File: config.mk
export PLATFORM = sky130hd
export DESIGN_NAME = bcd_core
export DESIGN_NICKNAME = d
export VERILOG_FILES = /design/src/bcd_pkg.sv /design/src/bcd_opcode_table.sv /design/src/bcd_core.sv
export VERILOG_INCLUDE_DIRS = /design/src
export SDC_FILE = /design/constraint.sdc
export NUM_CORES = 1
export LEC_CHECK = 0
export ABC_AREA = 0
export BUFFER_PORTS_ARGS = -buffer_cell sky130_fd_sc_hd__buf_2
export CAP_MARGIN = 20
export CORE_ASPECT_RATIO = 0.6
export CORE_MARGIN = 2
export CORE_UTILIZATION = 25
export DETAILED_ROUTE_END_ITERATION = 10
export PLACE_DENSITY = 0.45
export SLEW_MARGIN = 20
export SYNTH_ARGS = -nofsm -noshare
export SYNTH_HDL_FRONTEND = slang
export SYNTH_HIERARCHICAL = 1
export SYNTH_SLANG_ARGS = --single-unit
export TNS_END_PERCENT = 100
File: constraint.sdc
create_clock -name ref_clk -period 3.39 [get_ports ref_clk]
set_clock_uncertainty 0.15 [all_clocks]
set_input_delay 0.1695 -clock ref_clk [delete_from_list [all_inputs] [get_ports ref_clk]]
set_output_delay 0.1695 -clock ref_clk [all_outputs]
set_load 0.01 [all_outputs]
File: src/bcd_map.svh
// constants for the branch-cycle and opcode decoder
// included by the core and the opcode table; definitions only
`ifndef BCD_MAP_SVH
`define BCD_MAP_SVH

`define BCD_DUMMY_ADDR 16'hFFFF
`define BCD_PC_RESET 16'hF800
`define BCD_SP_RESET 16'h00FF
`define BCD_WAIT_PUSH_LAST 3'h6
`define BCD_CALL_PUSH_LAST 3'h1
`define BCD_OP_BRA 8'h20
`define BCD_OP_BRN 8'h21
`define BCD_OP_WAIT 8'h3E
`define BCD_OP_CALL_REL 8'h8D
`define BCD_OP_TEST_A 8'h4E
`define BCD_OP_TEST_B 8'h5E
`define BCD_COL_RELATIVE 4'h2
`define BCD_ROM2K_BASE 16'hF800
`define BCD_ROM4K_BASE 16'hF000
`define BCD_HOLE_BASE 16'hE000

`endif

File: src/bcd_pkg.sv
// types used by the decoder core for its states and map modes
// no assumptions beyond a SystemVerilog compiler
package bcd_pkg;

    typedef enum logic [7:0] {
        BCD_S_FETCH = 8'b0000_0001,
        BCD_S_OPND = 8'b0000_0010,
        BCD_S_DUMMY = 8'b0000_0100,
        BCD_S_SUBFETCH = 8'b0000_1000,
        BCD_S_PUSH = 8'b0001_0000,
        BCD_S_WAITHOLD = 8'b0010_0000,
        BCD_S_TEST = 8'b0100_0000,
        BCD_S_EXEC = 8'b1000_0000
    } bcd_state_type;

    typedef enum logic [1:0] {
        BCD_MAP_NATIVE = 2'h0,
        BCD_MAP_ROM2K = 2'h1,
        BCD_MAP_ROM4K = 2'h2
    } bcd_compat_type;

endpackage

File: src/bcd_opcode_table.sv
// opcode table: byte length, cycle count and class of each opcode
// purely combinational; the core registers what it needs
`timescale 1ns/1ps
`default_nettype none
`include "bcd_map.svh"

module bcd_opcode_table (
    // opcode in
    input wire logic [7:0] opcode,
    // decoded attributes
    output logic [1:0] op_length,
    output logic [3:0] op_cycles,
    output logic op_undefined,
    output logic op_test
);

    function automatic logic [3:0] col_base(input logic [3:0] hi);
        unique case (hi)
            4'h2, 4'h3, 4'h9, 4'hD: col_base = 4'h3;
            4'h6, 4'h7: col_base = 4'h6;
            4'hA, 4'hB, 4'hE, 4'hF: col_base = 4'h4;
            default: col_base = 4'h2;
        endcase
    endfunction

    function automatic logic [1:0] col_len(input logic [3:0] hi);
        unique case (hi)
            4'h2, 4'h6, 4'h8, 4'h9, 4'hA, 4'hC, 4'hD, 4'hE: col_len = 2'h2;
            4'h7, 4'hB, 4'hF: col_len = 2'h3;
            default: col_len = 2'h1;
        endcase
    endfunction

    // extra cycles added to the column base; jump is three fewer
    function automatic logic [3:0] row_extra(input logic [7:0] op);
        logic [3:0] hi;
        logic [3:0] lo;
        hi = op[7:4];
        lo = op[3:0];
        row_extra = 4'h0;
        if (hi == 4'h0 && (lo == 4'h4 || lo == 4'h5 || lo == 4'h8 || lo == 4'h9)) begin
            row_extra = 4'h1;
        end else if (hi == 4'h3) begin
            unique case (lo)
                4'h2, 4'h3, 4'hC: row_extra = 4'h1;
                4'h8, 4'h9: row_extra = 4'h2;
                4'hB, 4'hD: row_extra = 4'h7;
                4'hE: row_extra = 4'h6;
                4'hF: row_extra = 4'h9;
                default: row_extra = 4'h0;
            endcase
        end else if (hi >= 4'h8) begin
            unique case (lo)
                4'h3: row_extra = 4'h2;
                4'hC: row_extra = (hi < 4'hC) ? 4'h2 : 4'h1;
                4'hD: row_extra = (hi == 4'h8) ? 4'h4 : ((hi < 4'hC) ? 4'h2 : 4'h1);
                4'hE, 4'hF: row_extra = 4'h1;
                default: row_extra = 4'h0;
            endcase
        end
    endfunction

    function automatic logic is_undef(input logic [7:0] op);
        unique case (op)
            8'h00, 8'h02, 8'h03, 8'h12, 8'h13, 8'h14, 8'h15, 8'h18, 8'h1A,
            8'h1C, 8'h1D, 8'h1E, 8'h1F, 8'h41, 8'h42, 8'h45, 8'h4B, 8'h4E,
            8'h51, 8'h52, 8'h55, 8'h5B, 8'h5E, 8'h61, 8'h62, 8'h65, 8'h6B,
            8'h71, 8'h72, 8'h75, 8'h7B, 8'h87, 8'h8F, 8'hC7, 8'hCD, 8'hCF:
                is_undef = 1'b1;
            default: is_undef = 1'b0;
        endcase
    endfunction

    function automatic logic is_three_byte_imm(input logic [7:0] op);
        unique case (op)
            8'h83, 8'h8C, 8'h8E, 8'hC3, 8'hCC, 8'hCE, 8'h8F, 8'hCD, 8'hCF:
                is_three_byte_imm = 1'b1;
            default: is_three_byte_imm = 1'b0;
        endcase
    endfunction

    always_comb begin
        op_test = (opcode == `BCD_OP_TEST_A) || (opcode == `BCD_OP_TEST_B);
        op_undefined = is_undef(opcode);
        op_length = is_three_byte_imm(opcode) ? 2'h3 : col_len(opcode[7:4]);
        if (opcode[7:4] >= 4'h6 && opcode[7:4] <= 4'h7 && opcode[3:0] == 4'hE) begin
            op_cycles = col_base(opcode[7:4]) - 4'h3;
        end else begin
            op_cycles = col_base(opcode[7:4]) + row_extra(opcode);
        end
    end

endmodule
`default_nettype wire

File: src/bcd_core.sv
// instruction sequencer: drives the system bus for branches, the
// relative call, the wait state, test opcodes and generic opcodes
// assumes single-cycle synchronous memory answering on data_in
`timescale 1ns/1ps
`default_nettype none
`include "bcd_map.svh"

// Operation
// - in the wait state the bus repeats reads of the entry stack pointer minus seven.
// - the wait instruction never floats any port; port drive stays as configured.
// - every relative branch is three read cycles: opcode, offset, dummy read of FFFF.
// - the relative call is six cycles, writing return low at SP and return high at SP-1.
// - cycle four of the relative call reads the subroutine start address.
// - thirty-six opcodes are flagged undefined and have no defined result.
// - opcodes 4E and 5E step the program counter every cycle until reset.
// - immediate 16-bit load, add, subtract, compare and 8F, CD, CF are three bytes long.
// - cycle count is the column base plus the extra cycles of the opcode; jumps 6E and 7E take the base minus three.
// - stack pushes post-decrement: return low, high, index low, high, A, B, codes.
module bcd_core #(
    parameter logic [15:0] PC_RESET = `BCD_PC_RESET,
    parameter logic [15:0] SP_RESET = `BCD_SP_RESET
) (
    // clock and reset
    input wire logic ref_clk,
    input wire logic reset_n,
    // system bus
    output logic [15:0] addr_out,
    output logic rw_out,
    output logic [7:0] data_out,
    input wire logic [7:0] data_in,
    // flag logic and register file
    input wire logic branch_cond,
    input wire logic wake_req,
    input wire logic [7:0] acc_a,
    input wire logic [7:0] acc_b,
    input wire logic [15:0] index_reg,
    input wire logic [7:0] cond_codes,
    // memory map
    input wire logic [1:0] compat_mode,
    output logic rom_select,
    output logic addr_unusable,
    // port drive
    input wire logic [7:0] port_dir,
    output logic [7:0] port_oe_n,
    // status
    output logic undefined_op,
    output logic waiting
);

    bcd_pkg::bcd_state_type state_q;
    logic [15:0] pc_q;
    logic [15:0] sp_q;
    logic [15:0] ret_q;
    logic [15:0] target_q;
    logic [7:0] op_q;
    logic [7:0] off_q;
    logic [3:0] cnt_q;
    logic [2:0] push_idx_q;
    logic [1:0] len_q;
    logic [3:0] cyc_q;
    logic [1:0] tab_len;
    logic [3:0] tab_cyc;
    logic tab_undef;
    logic tab_test;
    logic [15:0] branch_dest;
    logic branch_taken;
    logic [2:0] push_last;

    bcd_opcode_table u_table (
        .opcode(data_in),
        .op_length(tab_len),
        .op_cycles(tab_cyc),
        .op_undefined(tab_undef),
        .op_test(tab_test)
    );

    function automatic logic [7:0] push_byte(input logic [2:0] idx, input logic [15:0] ret,
                                             input logic [15:0] x, input logic [7:0] a,
                                             input logic [7:0] b, input logic [7:0] cc);
        unique case (idx)
            3'h0: push_byte = ret[7:0];
            3'h1: push_byte = ret[15:8];
            3'h2: push_byte = x[7:0];
            3'h3: push_byte = x[15:8];
            3'h4: push_byte = a;
            3'h5: push_byte = b;
            default: push_byte = cc;
        endcase
    endfunction

    assign branch_dest = pc_q + {{8{off_q[7]}}, off_q};
    assign branch_taken = (op_q == `BCD_OP_BRA) ||
                          ((op_q != `BCD_OP_BRN) && branch_cond);
    assign push_last = (op_q == `BCD_OP_WAIT) ? `BCD_WAIT_PUSH_LAST : `BCD_CALL_PUSH_LAST;

    always_ff @(posedge ref_clk or negedge reset_n) begin
        if (!reset_n) begin
            state_q <= bcd_pkg::BCD_S_FETCH;
            pc_q <= PC_RESET;
            sp_q <= SP_RESET;
            ret_q <= 16'h0000;
            target_q <= 16'h0000;
            op_q <= 8'h00;
            off_q <= 8'h00;
            cnt_q <= 4'h0;
            push_idx_q <= 3'h0;
            len_q <= 2'h1;
            cyc_q <= 4'h2;
            undefined_op <= 1'b0;
            addr_out <= PC_RESET;
            rw_out <= 1'b1;
            data_out <= 8'h00;
        end else begin
            unique case (state_q)
                bcd_pkg::BCD_S_FETCH: begin
                    op_q <= data_in;
                    len_q <= tab_len;
                    cyc_q <= tab_cyc;
                    undefined_op <= tab_undef;
                    pc_q <= pc_q + 16'h0001;
                    addr_out <= pc_q + 16'h0001;
                    cnt_q <= 4'h2;
                    if (tab_test) begin
                        state_q <= bcd_pkg::BCD_S_TEST;
                    end else if (data_in[7:4] == `BCD_COL_RELATIVE ||
                                 data_in == `BCD_OP_CALL_REL || data_in == `BCD_OP_WAIT) begin
                        state_q <= bcd_pkg::BCD_S_OPND;
                    end else begin
                        state_q <= bcd_pkg::BCD_S_EXEC;
                    end
                end
                bcd_pkg::BCD_S_OPND: begin
                    if (op_q == `BCD_OP_WAIT) begin
                        // next opcode is read but not consumed; return is its address
                        ret_q <= pc_q;
                        push_idx_q <= 3'h0;
                        addr_out <= sp_q;
                        rw_out <= 1'b0;
                        data_out <= pc_q[7:0];
                        state_q <= bcd_pkg::BCD_S_PUSH;
                    end else begin
                        off_q <= data_in;
                        pc_q <= pc_q + 16'h0001;
                        addr_out <= `BCD_DUMMY_ADDR;
                        state_q <= bcd_pkg::BCD_S_DUMMY;
                    end
                end
                bcd_pkg::BCD_S_DUMMY: begin
                    if (op_q == `BCD_OP_CALL_REL) begin
                        target_q <= branch_dest;
                        addr_out <= branch_dest;
                        rw_out <= 1'b1;
                        state_q <= bcd_pkg::BCD_S_SUBFETCH;
                    end else begin
                        if (branch_taken) begin
                            pc_q <= branch_dest;
                        end
                        addr_out <= branch_taken ? branch_dest : pc_q;
                        state_q <= bcd_pkg::BCD_S_FETCH;
                    end
                end
                bcd_pkg::BCD_S_SUBFETCH: begin
                    // opcode here is refetched after the pushes, so it is not kept
                    ret_q <= pc_q;
                    pc_q <= target_q;
                    push_idx_q <= 3'h0;
                    addr_out <= sp_q;
                    rw_out <= 1'b0;
                    data_out <= pc_q[7:0];
                    state_q <= bcd_pkg::BCD_S_PUSH;
                end
                bcd_pkg::BCD_S_PUSH: begin
                    sp_q <= sp_q - 16'h0001;
                    if (push_idx_q == push_last) begin
                        rw_out <= 1'b1;
                        if (op_q == `BCD_OP_WAIT) begin
                            addr_out <= sp_q - 16'h0001;
                            state_q <= bcd_pkg::BCD_S_WAITHOLD;
                        end else begin
                            addr_out <= pc_q;
                            state_q <= bcd_pkg::BCD_S_FETCH;
                        end
                    end else begin
                        push_idx_q <= push_idx_q + 3'h1;
                        addr_out <= sp_q - 16'h0001;
                        data_out <= push_byte(push_idx_q + 3'h1, ret_q, index_reg,
                                              acc_a, acc_b, cond_codes);
                    end
                end
                bcd_pkg::BCD_S_WAITHOLD: begin
                    // address holds at entry SP minus seven until woken
                    if (wake_req) begin
                        addr_out <= pc_q;
                        state_q <= bcd_pkg::BCD_S_FETCH;
                    end
                end
                bcd_pkg::BCD_S_TEST: begin
                    pc_q <= pc_q + 16'h0001;
                    addr_out <= pc_q + 16'h0001;
                end
                bcd_pkg::BCD_S_EXEC: begin
                    // operand bytes are read in order, remaining cycles are dummy reads
                    cnt_q <= cnt_q + 4'h1;
                    if (cnt_q <= {2'b00, len_q}) begin
                        pc_q <= pc_q + 16'h0001;
                    end
                    if (cnt_q >= cyc_q) begin
                        addr_out <= (cnt_q <= {2'b00, len_q}) ? pc_q + 16'h0001 : pc_q;
                        state_q <= bcd_pkg::BCD_S_FETCH;
                    end else if (cnt_q + 4'h1 <= {2'b00, len_q}) begin
                        addr_out <= pc_q + 16'h0001;
                    end else begin
                        addr_out <= `BCD_DUMMY_ADDR;
                    end
                end
                default: begin
                    addr_out <= pc_q;
                    rw_out <= 1'b1;
                    state_q <= bcd_pkg::BCD_S_FETCH;
                end
            endcase
        end
    end

    // port drive follows direction config only; waiting never floats it
    always_ff @(posedge ref_clk or negedge reset_n) begin
        if (!reset_n) begin
            port_oe_n <= 8'hFF;
        end else begin
            port_oe_n <= ~port_dir;
        end
    end

    assign waiting = (state_q == bcd_pkg::BCD_S_WAITHOLD);

    always_comb begin
        rom_select = 1'b0;
        addr_unusable = 1'b0;
        unique case (compat_mode)
            bcd_pkg::BCD_MAP_ROM2K: begin
                rom_select = (addr_out >= `BCD_ROM2K_BASE);
                addr_unusable = (addr_out >= `BCD_HOLE_BASE) &&
                                (addr_out < `BCD_ROM2K_BASE);
            end
            bcd_pkg::BCD_MAP_ROM4K: begin
                rom_select = (addr_out >= `BCD_ROM4K_BASE);
                addr_unusable = (addr_out >= `BCD_HOLE_BASE) &&
                                (addr_out < `BCD_ROM4K_BASE);
            end
            default: begin
                rom_select = 1'b0;
                addr_unusable = 1'b0;
            end
        endcase
    end

endmodule
`default_nettype wire

; Word-level counts from Yosys, hierarchy flattened
; Memories as Yosys holds them, arrays and structs flattened.
; Index checks and enable logic that the tools add are counted.
[totals]
wordCells = 210
in_bits = 62
mem_bits_rw = 0
latch_bits = 0
mem_count = 4
reg_bits = 135
out_inout_bits = 37
rom_bits = 192
[classes]
order_cmp = 12
n_mux = 52
reduce_logical = 32
eq_ne = 83
div = 0
bitwise_logic = 4
mul = 0
shift = 0
addsub = 7
[mem_list]
columns = memory, words, word_bits, rd, rd_ports_with_merged_regs, write_ports, line
row1 = (no name shown), 16, 4, 1, 0, 0, bcd_opcode_table.sv:44  ; unique case (lo)
row2 = (no name shown), 16, 3, 1, 0, 0, bcd_opcode_table.sv:18  ; unique case (hi)
row3 = (no name shown), 16, 3, 1, 0, 0, bcd_opcode_table.sv:18
row4 = (no name shown), 16, 2, 1, 0, 0, bcd_opcode_table.sv:27  ; unique case (hi)
[ops]
columns = cell, n
row1 = $mux W16, 12
row2 = $eq A8 B7 Y1 const B, 19
row3 = $eq A8 B8 Y1 const B, 14
row4 = $pmux W16 S7, 1
row5 = $eq A8 B5 Y1 const B, 11
row6 = $pmux W16 S5, 1
row7 = $pmux W8 S8, 1
row8 = $mux W8, 7
row9 = $ge A16 B16 Y1 const B, 3
row10 = $pmux W8 S6, 1
row11 = $mux W4, 9
row12 = $reduce_or A36 Y1, 1
row13 = $eq A8 B6 Y1 const B, 4
row14 = $lt A16 B16 Y1 const B, 2
row15 = $pmux W16 S2, 1
row16 = $eq A4 B4 Y1 const B, 7
row17 = $eq A8 B2 Y1 const B, 3
row18 = $pmux W8 S3, 1
row19 = $add A16 B1 Y16 const B, 1
row20 = $add A16 B16 Y16, 1
row21 = $ne A2 B2 Y1 const B, 8
row22 = $pmux W4 S4, 1
row23 = $sub A16 B1 Y16 const B, 1
row24 = $eq A4 B2 Y1 const B, 3
row25 = other kinds (46), 77

; Logic depth before layout (Yosys ltp)
; Gate-level depths: netlist of run 1.
[depth]
ltp_word = 10
depth_mapped = 13
mapped_depth_nobuf = 13

; By module
; Netlist of run 1, hierarchy kept.
[modules_own_cells]
columns = mod, seq_area_each_um2, n_inst, area_each_um2, cells_per_inst
row1 = bcd_core, 3415.8, 1, 9130.0, 1054
row2 = bcd_opcode_table, 0.0, 1, 633.1, 90

; Worst setup path before layout of run 1
; OpenSTA, ideal clock, no wires.
[synth_path]
path_kind = reg2reg
startpoint = register cnt_q[0]
endpoint = register addr_out[13]
slack_ps = 315
required_ps = 3154
n_path_buf = 0
synth_period_minus_slack_ps = 3075
setup_time_ps = 86
stages_incl_launch_ff = 11
arrival_time_ps = 2839
cell_sequence = dfrtp_1 > inv_1 > ha_1 > nand2b_1 > a2111oi_0 > nor2_1 > mux2i_1 > o21ai_0 > a211oi_1 > a31oi_1 > a2111o_1
[synth_between]
elab_chain_cells = 5
elab_cells_between_ends = 8
cone_classes = add/sub (1) / order compare (3) / mux (4)
[synth_lines]
columns = element, line
row1 = "start, declared", bcd_core.sv:57  ; logic [3:0] cnt_q;
row2 = "start signal, assigned", bcd_core.sv:203  ; cnt_q <= cnt_q + 4'h1;
row3 = $add A4 B1 Y4, bcd_core.sv:210  ; end else if (cnt_q + 4'h1 <= {2'b00, len_q}) begin
row4 = $le A4 B2 Y1, bcd_core.sv:210
row5 = $mux W16, bcd_core.sv:210
row6 = $mux W16 (*), bcd_core.sv:207  ; if (cnt_q >= cyc_q) begin
row7 = $pmux W16 S7 (*), bcd_core.sv:114  ; unique case (state_q)
row8 = "end signal, assigned", bcd_core.sv:208  ; addr_out <= (cnt_q <= {2'b00, len_q}) ? pc_q + 16'h0001 : pc_q;
row9 = "end signal, assigned", bcd_core.sv:211  ; addr_out <= pc_q + 16'h0001;
row10 = "end signal, assigned", bcd_core.sv:213  ; addr_out <= `BCD_DUMMY_ADDR;
row11 = "end, declared", bcd_core.sv:27  ; output logic [15:0] addr_out,
; Every way passes the cells marked *; elsewhere a longest branch is shown, timed or not.
; A chain may end at the register's enable or synchronous reset.

; Worst setup path in the final report of run 1
[layout_path]
startpoint = register cnt_q[0]
endpoint = register addr_out[0]
; The elaborated chain is that of the path after synthesis.

==> results of run 1 <==
flip-flops by register name, indices dropped and copies added, names as in the netlist, 3 cells and up:
name and count:
port_oe_n 8, off_q 8, ret_q 16, cnt_q 4, push_idx_q 3, cyc_q 4
target_q 16, sp_q 16, data_out 8, op_q 8, state_q 8, pc_q 16
addr_out 16
how the worst max path moves through the flow:
| stage | startpoint | end | slack [ps] |
|---|---|---|---|
| finish | cnt_q[0]$_DFFE_PN0P_ | addr_out[0]$_DFFE_PN0N_ | 150 |
| global route | cnt_q[0]$_DFFE_PN0P_ | addr_out[8]$_DFFE_PN0N_ | -20 |
| CTS | cnt_q[0]$_DFFE_PN0P_ | addr_out[8]$_DFFE_PN0N_ | 60 |
| detailed placement | cnt_q[0]$_DFFE_PN0P_ | addr_out[8]$_DFFE_PN0N_ | 100 |
| global placement | cnt_q[0]$_DFFE_PN0P_ | addr_out[8]$_DFFE_PN0N_ | 140 |
| floorplan | cnt_q[0]$_DFFE_PN0P_ | addr_out[13]$_DFFE_PN1N_ | 320 |
layout by cell type, fill, tap and decap left out, types with 17 or more instances in the layout:
| cell | count |
|---|---|
| nor3_1 | 26 |
| a31oi_1 | 22 |
| mux2_2 | 46 |
| nand3_1 | 22 |
| inv_1 | 37 |
| nor2_1 | 101 |
| a221oi_1 | 19 |
| dfrtp_1 | 105 |
| dfstp_2 | 30 |
| nand2_1 | 149 |
| clkbuf_16 | 17 |
| nor2b_1 | 18 |
| a21oi_1 | 75 |
| xor2_1 | 25 |
| o21ai_0 | 63 |
| buf_4 | 85 |
| buf_2 | 97 |
| xnor2_1 | 40 |
| ha_1 | 40 |
| a22oi_1 | 22 |
layout make-up:
cell class	instances	area, um2	share of cell area
multi-input combinational	898	5940	0.493
clock inverter	14	173	0.0143
timing repair buffer	196	1270	0.106
antenna	1	2.50	0.000208
sequential	135	3420	0.284
inverter	39	146	0.0122
clock buffer	18	439	0.0365
tap	522	653	0.0542
timing repair:
action                                  4_1_cts  5_1_grt
gates resized for setup                       0        6
hold endpoints to repair                     70        0
hold buffers                                 12        0
endpoints found under the setup margin        0       10
kinds of logic (layout without fill, tap and decap cells):
logic type / Yosys count / in the layout / share of synthesized area
AOI/OAI and AO/OA: 335 / 335 / 0.232
muxes: 55 / 55 / 0.0623
other: 0 / 1 / 0
adders and majority gates: 42 / 42 / 0.0554
DFF: 135 / 135 / 0.350
buffers and inverters: 111 / 267 / 0.0460
and+or+nand+nor: 400 / 400 / 0.195
xor gates and xnor gates: 66 / 66 / 0.0592
through the flow:
| step | hold slack [ps] | instance area (um2) | utilization |
|---|---|---|---|
| floorplan | -276 | 9760 | - |
| global placement | 90.1 | 11300 | 0.292 |
| detailed placement | 92.1 | 11300 | 0.292 |
| CTS | 3.27 | 12000 | 0.310 |
| global route | 25.6 | 12000 | 0.311 |
| finish | 16.7 | 12000 | 0.311 |
power groups by stage:
| stage | clock, uW | combinational, uW | sequential (uW) |
|---|---|---|---|
| 2_1_floorplan | 0 | 3820 | 2620 |
| 3_3_place_gp | 0 | 6120 | 2720 |
| 3_5_place_dp | 0 | 6110 | 2730 |
| 4_1_cts | 2060 | 6150 | 2710 |
| 5_1_grt | 2130 | 6870 | 2780 |
| 6_report | 2000 | 6340 | 2710 |
worst max-delay path, cell delays in order (launching register included):
cell	delay, ps
dfrtp_1	380
ha_1	330
ha_1	300
nor2b_1	140
o22ai_1	180
o311ai_0	430
mux2i_2	430
buf_4	220
o21ai_0	130
a221oi_1	310
o21ai_0	130
routing by layer:
metal / global-route usage / routed length (um)
met1: 0.309 / 20600
met2: 0.233 / 13700
met3: 0.0522 / 3500
met4: 0.0347 / 370
met5: 0 / 0
==> results.json, run 1 <==
{
  "finalHoldViolCount": 0,
  "layout_setup_ws_ps": 146,
  "grt_remaining_overflow": 0,
  "synth-edff-count": 0,
  "pin_count": 99,
  "synth_ff_type": "dfrtp_1",
  "tns_ps": 0,
  "cts_max_level": 4,
  "syn_to_final_growth_pct": 23.4,
  "cts_buffers": 17,
  "p_switching_uw": 5220,
  "synth_fp_nets": 1248,
  "syn_avg_cell_area_um2": 8.53,
  "ff2ff_path_depth": 10,
  "synth_top_area_frac": 0.269,
  "outcome": "finished, final reports clean",
  "cp.required_ps": 3560,
  "p_int_uw": 5840,
  "critPathArrivalTime_ps": 3410,
  "ys_seq_elements": 135,
  "die_y_um": 157,
  "antenna_found_initial": 0,
  "synth_common_cells": "nand2_1 (149), dfrtp_1 (105), nor2_1 (101), a21oi_1 (75), o21ai_0 (64)",
  "power_density_nw_per_um2": 917,
  "power_frac_comb": 0.574,
  "clkTransAtPathRegs_ps": 70,
  "drt_iter0_markers": 1146,
  "core_area_um2": 38700,
  "synthTopCellsByArea": "dfrtp_1 (27%), dfstp_2 (8.1%), nand2_1 (5.7%), mux2_2 (5.3%), ha_1 (5.1%)",
  "grt_max_degree": 67,
  "holdPathEnd": "op_q[4]$_DFFE_PN0N_",
  "dr_total_vias": 9541,
  "syn-cell-area_um2": 9760,
  "p_total_uw": 11100,
  "clkPwrFrac": 0.181,
  "dr.pass1.iters": 7,
  "place_congestion": 0.931,
  "numPlacedInstances": 1778,
  "ys_types": 86,
  "critPathKind": "flip-flop to flip-flop",
  "path_max_fanout": 8,
  "syn_inst": 1144,
  "post_cts_buffers": 0,
  "seq_area_frac_synth": 0.350,
  "grt_pass1_wl_mm": 57.2,
  "critPathLaunchType": "flip-flop",
  "grt.total_usage": 0.188,
  "fill_cells": 4127,
  "clk_latency_ps": 450,
  "via_per_inst": 5.23,
  "setup_viol": 0,
  "dp_hpwl_mm": 29.3,
  "route.detailed.drc": 0,
  "start_util": 0.252,
  "vdd_drop_max_v": 0.000424,
  "cts-root-buf": "clkbuf_16",
  "yosys_warnings": 6,
  "grt_pass1_vias": 8722,
  "timing.rr.end": "addr_out[0]$_DFFE_PN0N_",
  "dp_slack_ps": 95.2,
  "rr_startpoint": "cnt_q[0]$_DFFE_PN0P_",
  "relSlewSlack": 0.179,
  "layout.cells.non_filler": 1823,
  "holdPathStages": 2,
  "period_needed_ps": 3240,
  "slew_violations": 0,
  "endpoint_kind": "flip-flop",
  "power_leakage_uw": 0.00529,
  "min_from": "data_in[4]",
  "fmax_mhz": 308,
  "drive_gt1_frac": 0.251,
  "async_flop_share": 1.00,
  "period_share": 0.957,
  "switching_share": 0.472,
  "avgRoutedWirePerCell_um": 21.0,
  "final_antenna_net_count": 0,
  "clockBufferDepth": 2,
  "yosysMostFrequentCell": "nand2_1",
  "die_w_um": 259,
  "pwr-share-seq": 0.245,
  "dieArea_um2": 40700,
  "finish.net_count": 1391,
  "clock-sinks": 135,
  "io_buffers": 98,
  "cts_tree": "yes",
  "cap_violations": 0,
  "worst_pin_slew_ps": 1220,
  "num_rows": 56,
  "rrSetupSlack_ps": 150,
  "synth.largest_area_cell": "dfrtp_1",
  "routed_wirelength_mm": 38.2,
  "min-delay-path-class": "input port to flip-flop"
}
Note: power is estimated with default switching activity, not from simulation.
==> inputs of run 2 (changes only) <==
- RECOVER_POWER: not set -> 50
==> run 2 against run 1 <==
Effect of this change: the run now ends with max-capacitance violations, max-slew violations left; via count hardly changed; worst hold slack better by 1.5 ps; global-route usage did not move; count of clock-buffer cells in the layout stayed put; cell count stayed put; combinational power is essentially flat; utilization down 0.14 points; fmax rose by 0.72%; highest routed layer unchanged; design area down 0.44%.
==> results.json, run 2 (same netlist as run 1, synthesis figures left out) <==
{
  "grt_max_degree": 67,
  "path_max_fanout": 6,
  "antenna_found_initial": 0,
  "grt.total_usage": 0.188,
  "dr.pass1.iters": 6,
  "cts_tree": "yes",
  "clockBufferDepth": 2,
  "min-delay-path-class": "input port to flip-flop",
  "p_switching_uw": 5220,
  "dr_total_vias": 9545,
  "ff2ff_path_depth": 10,
  "cts_buffers": 17,
  "critPathArrivalTime_ps": 3400,
  "clock-sinks": 135,
  "cap_violations": 1,
  "endpoint_kind": "flip-flop",
  "min_from": "data_in[4]",
  "core_area_um2": 38700,
  "place_area_um2": 11300,
  "path_common_cell": "ha_1",
  "dieArea_um2": 40700,
  "place_congestion": 0.931,
  "fill_cells": 4140,
  "vdd_drop_max_v": 0.000420,
  "start_util": 0.252,
  "pin_count": 99,
  "stdcell_area_um2": 12000,
  "timing.rr.end": "addr_out[8]$_DFFE_PN0N_",
  "pwr-share-seq": 0.246,
  "finalHoldViolCount": 0,
  "num_rows": 56,
  "p_int_uw": 5800,
  "via_per_inst": 5.24,
  "critical_path_buf_inv_count": 0,
  "critPathKind": "flip-flop to flip-flop",
  "worst_pin_slew_ps": 1880,
  "violations": "max-capacitance violations, max-slew violations",
  "rrSetupSlack_ps": 170,
  "path_cells": "ha_1 > ha_1 > nor2b_1 > o22ai_1 > o311ai_0 > o21ai_2 > nand2_1 > a221o_1 > a211oi_1 > nor3_1",
  "syn_to_final_growth_pct": 22.9,
  "clk_latency_ps": 450,
  "power_leakage_uw": 0.00522,
  "switching_share": 0.474,
  "power_frac_comb": 0.573,
  "period_needed_ps": 3220,
  "setup_viol": 0,
  "die_w_um": 259,
  "cp.required_ps": 3570,
  "layout_commonest_cell": "nand2_1",
  "grt_remaining_overflow": 0,
  "grt_pass1_wl_mm": 57.2,
  "die_y_um": 157,
  "drive_gt1_frac": 0.235,
  "fmax_mhz": 310,
  "whs_ps": 18.2,
  "slowest_delay_ps": 460,
  "cp.depth": 10,
  "finish.net_count": 1391,
  "drt_iter0_markers": 1209,
  "clkTransAtPathRegs_ps": 70,
  "slew_violations": 67,
  "dp_hpwl_mm": 29.3,
  "grt_pass1_vias": 8722,
  "io_buffers": 98,
  "route.detailed.drc": 0,
  "critPathLaunchType": "flip-flop",
  "clkPwrFrac": 0.181,
  "final_antenna_net_count": 0,
  "power_density_nw_per_um2": 919,
  "post-route-util": 0.310,
  "routed_wirelength_mm": 38.2,
  "holdPathStages": 2,
  "rr_startpoint": "cnt_q[0]$_DFFE_PN0P_",
  "p_total_uw": 11000,
  "outcome": "complete, but fails checks",
  "slowest_stage": "o21ai_2",
  "layout_common_cells": "nand2_1 (149), dfrtp_1 (105), nor2_1 (101), buf_4 (83), buf_2 (78)",
  "holdPathEnd": "op_q[4]$_DFFE_PN0N_",
  "avgRoutedWirePerCell_um": 20.9,
  "cts_max_level": 4,
  "relSlewSlack": -0.251,
  "crit_family": "compound AO/OA/AOI/OAI gates",
  "cts-root-buf": "clkbuf_16",
  "period_share": 0.950
}
[run 2: changes by cell type in the layout (fill, tap and decap cells not counted)]
cell,delta
clkbuf_1,+21
buf_2,-19
buf_4,-2
clkbuf_2,+2
buf_12,-1
buf_6,-1
[run 2: how the worst max path moves through the flow]
stage                         start                  endpoint  slack [ps]
4_1_cts        cnt_q[0]$_DFFE_PN0P_   addr_out[8]$_DFFE_PN0N_          60
3_3_place_gp   cnt_q[0]$_DFFE_PN0P_   addr_out[8]$_DFFE_PN0N_         140
5_1_grt        cnt_q[0]$_DFFE_PN0P_   addr_out[8]$_DFFE_PN0N_         -20
6_report       cnt_q[0]$_DFFE_PN0P_   addr_out[8]$_DFFE_PN0N_         170
3_5_place_dp   cnt_q[0]$_DFFE_PN0P_   addr_out[8]$_DFFE_PN0N_         100
2_1_floorplan  cnt_q[0]$_DFFE_PN0P_  addr_out[13]$_DFFE_PN1N_         320
[run 2: worst register-to-register path, stage by stage (launching register included)]
cell      delay (ps)
dfrtp_1          380
ha_1             330
ha_1             300
nor2b_1          140
o22ai_1          170
o311ai_0         410
o21ai_2          460
nand2_1           90
a221o_1          350
a211oi_1         260
nor3_1            70
[run 2: per-layer routing]
| layer | part of all wire | wire length, um | global-route usage | vias to the layer above |
|---|---|---|---|---|
| li1 | - | - | - | 4473 |
| met1 | 0.54 | 20500 | 0.309 | 4625 |
| met2 | 0.36 | 13900 | 0.233 | 418 |
| met3 | 0.089 | 3420 | 0.0522 | 29 |
| met4 | 0.0079 | 303 | 0.0347 | 0 |
| met5 | 0 | 0 | 0 | - |
[run 2: power by group through the flow]
stage          clock network (uW)  logic, uW  registers, uW
2_1_floorplan                   0       3820           2620
4_1_cts                      2060       6150           2710
6_report                     2000       6310           2720
3_3_place_gp                    0       6120           2720
5_1_grt                      2130       6840           2790
3_5_place_dp                    0       6110           2730
[run 2: layout make-up]
class,instances,area (um2),area share
tap,522,653,0.0545
multi-input combinational,898,5940,0.495
clock inverter,14,173,0.0144
antenna,1,2.50,0.000209
inverter,39,146,0.0122
timing repair buffer,196,1220,0.102
clock buffer,18,439,0.0366
sequential,135,3420,0.285
[run 2: per-stage QoR]
stage          setup WS [ps]  setup TNS, ps  instances
5_1_grt                -22.8          -50.0       1822
6_report                 169              0       1823
3_5_place_dp            95.2              0       1778
4_1_cts                 59.2              0       1822
3_3_place_gp             138              0       1778
2_1_floorplan            315              0       1144
[run 2: timing repair]
action,4_1_cts,5_1_grt
setup endpoints to repair,0,10
buffers inserted,0,0
hold buffers,12,0
gates resized for setup,0,6
endpoints found under the hold margin,70,0
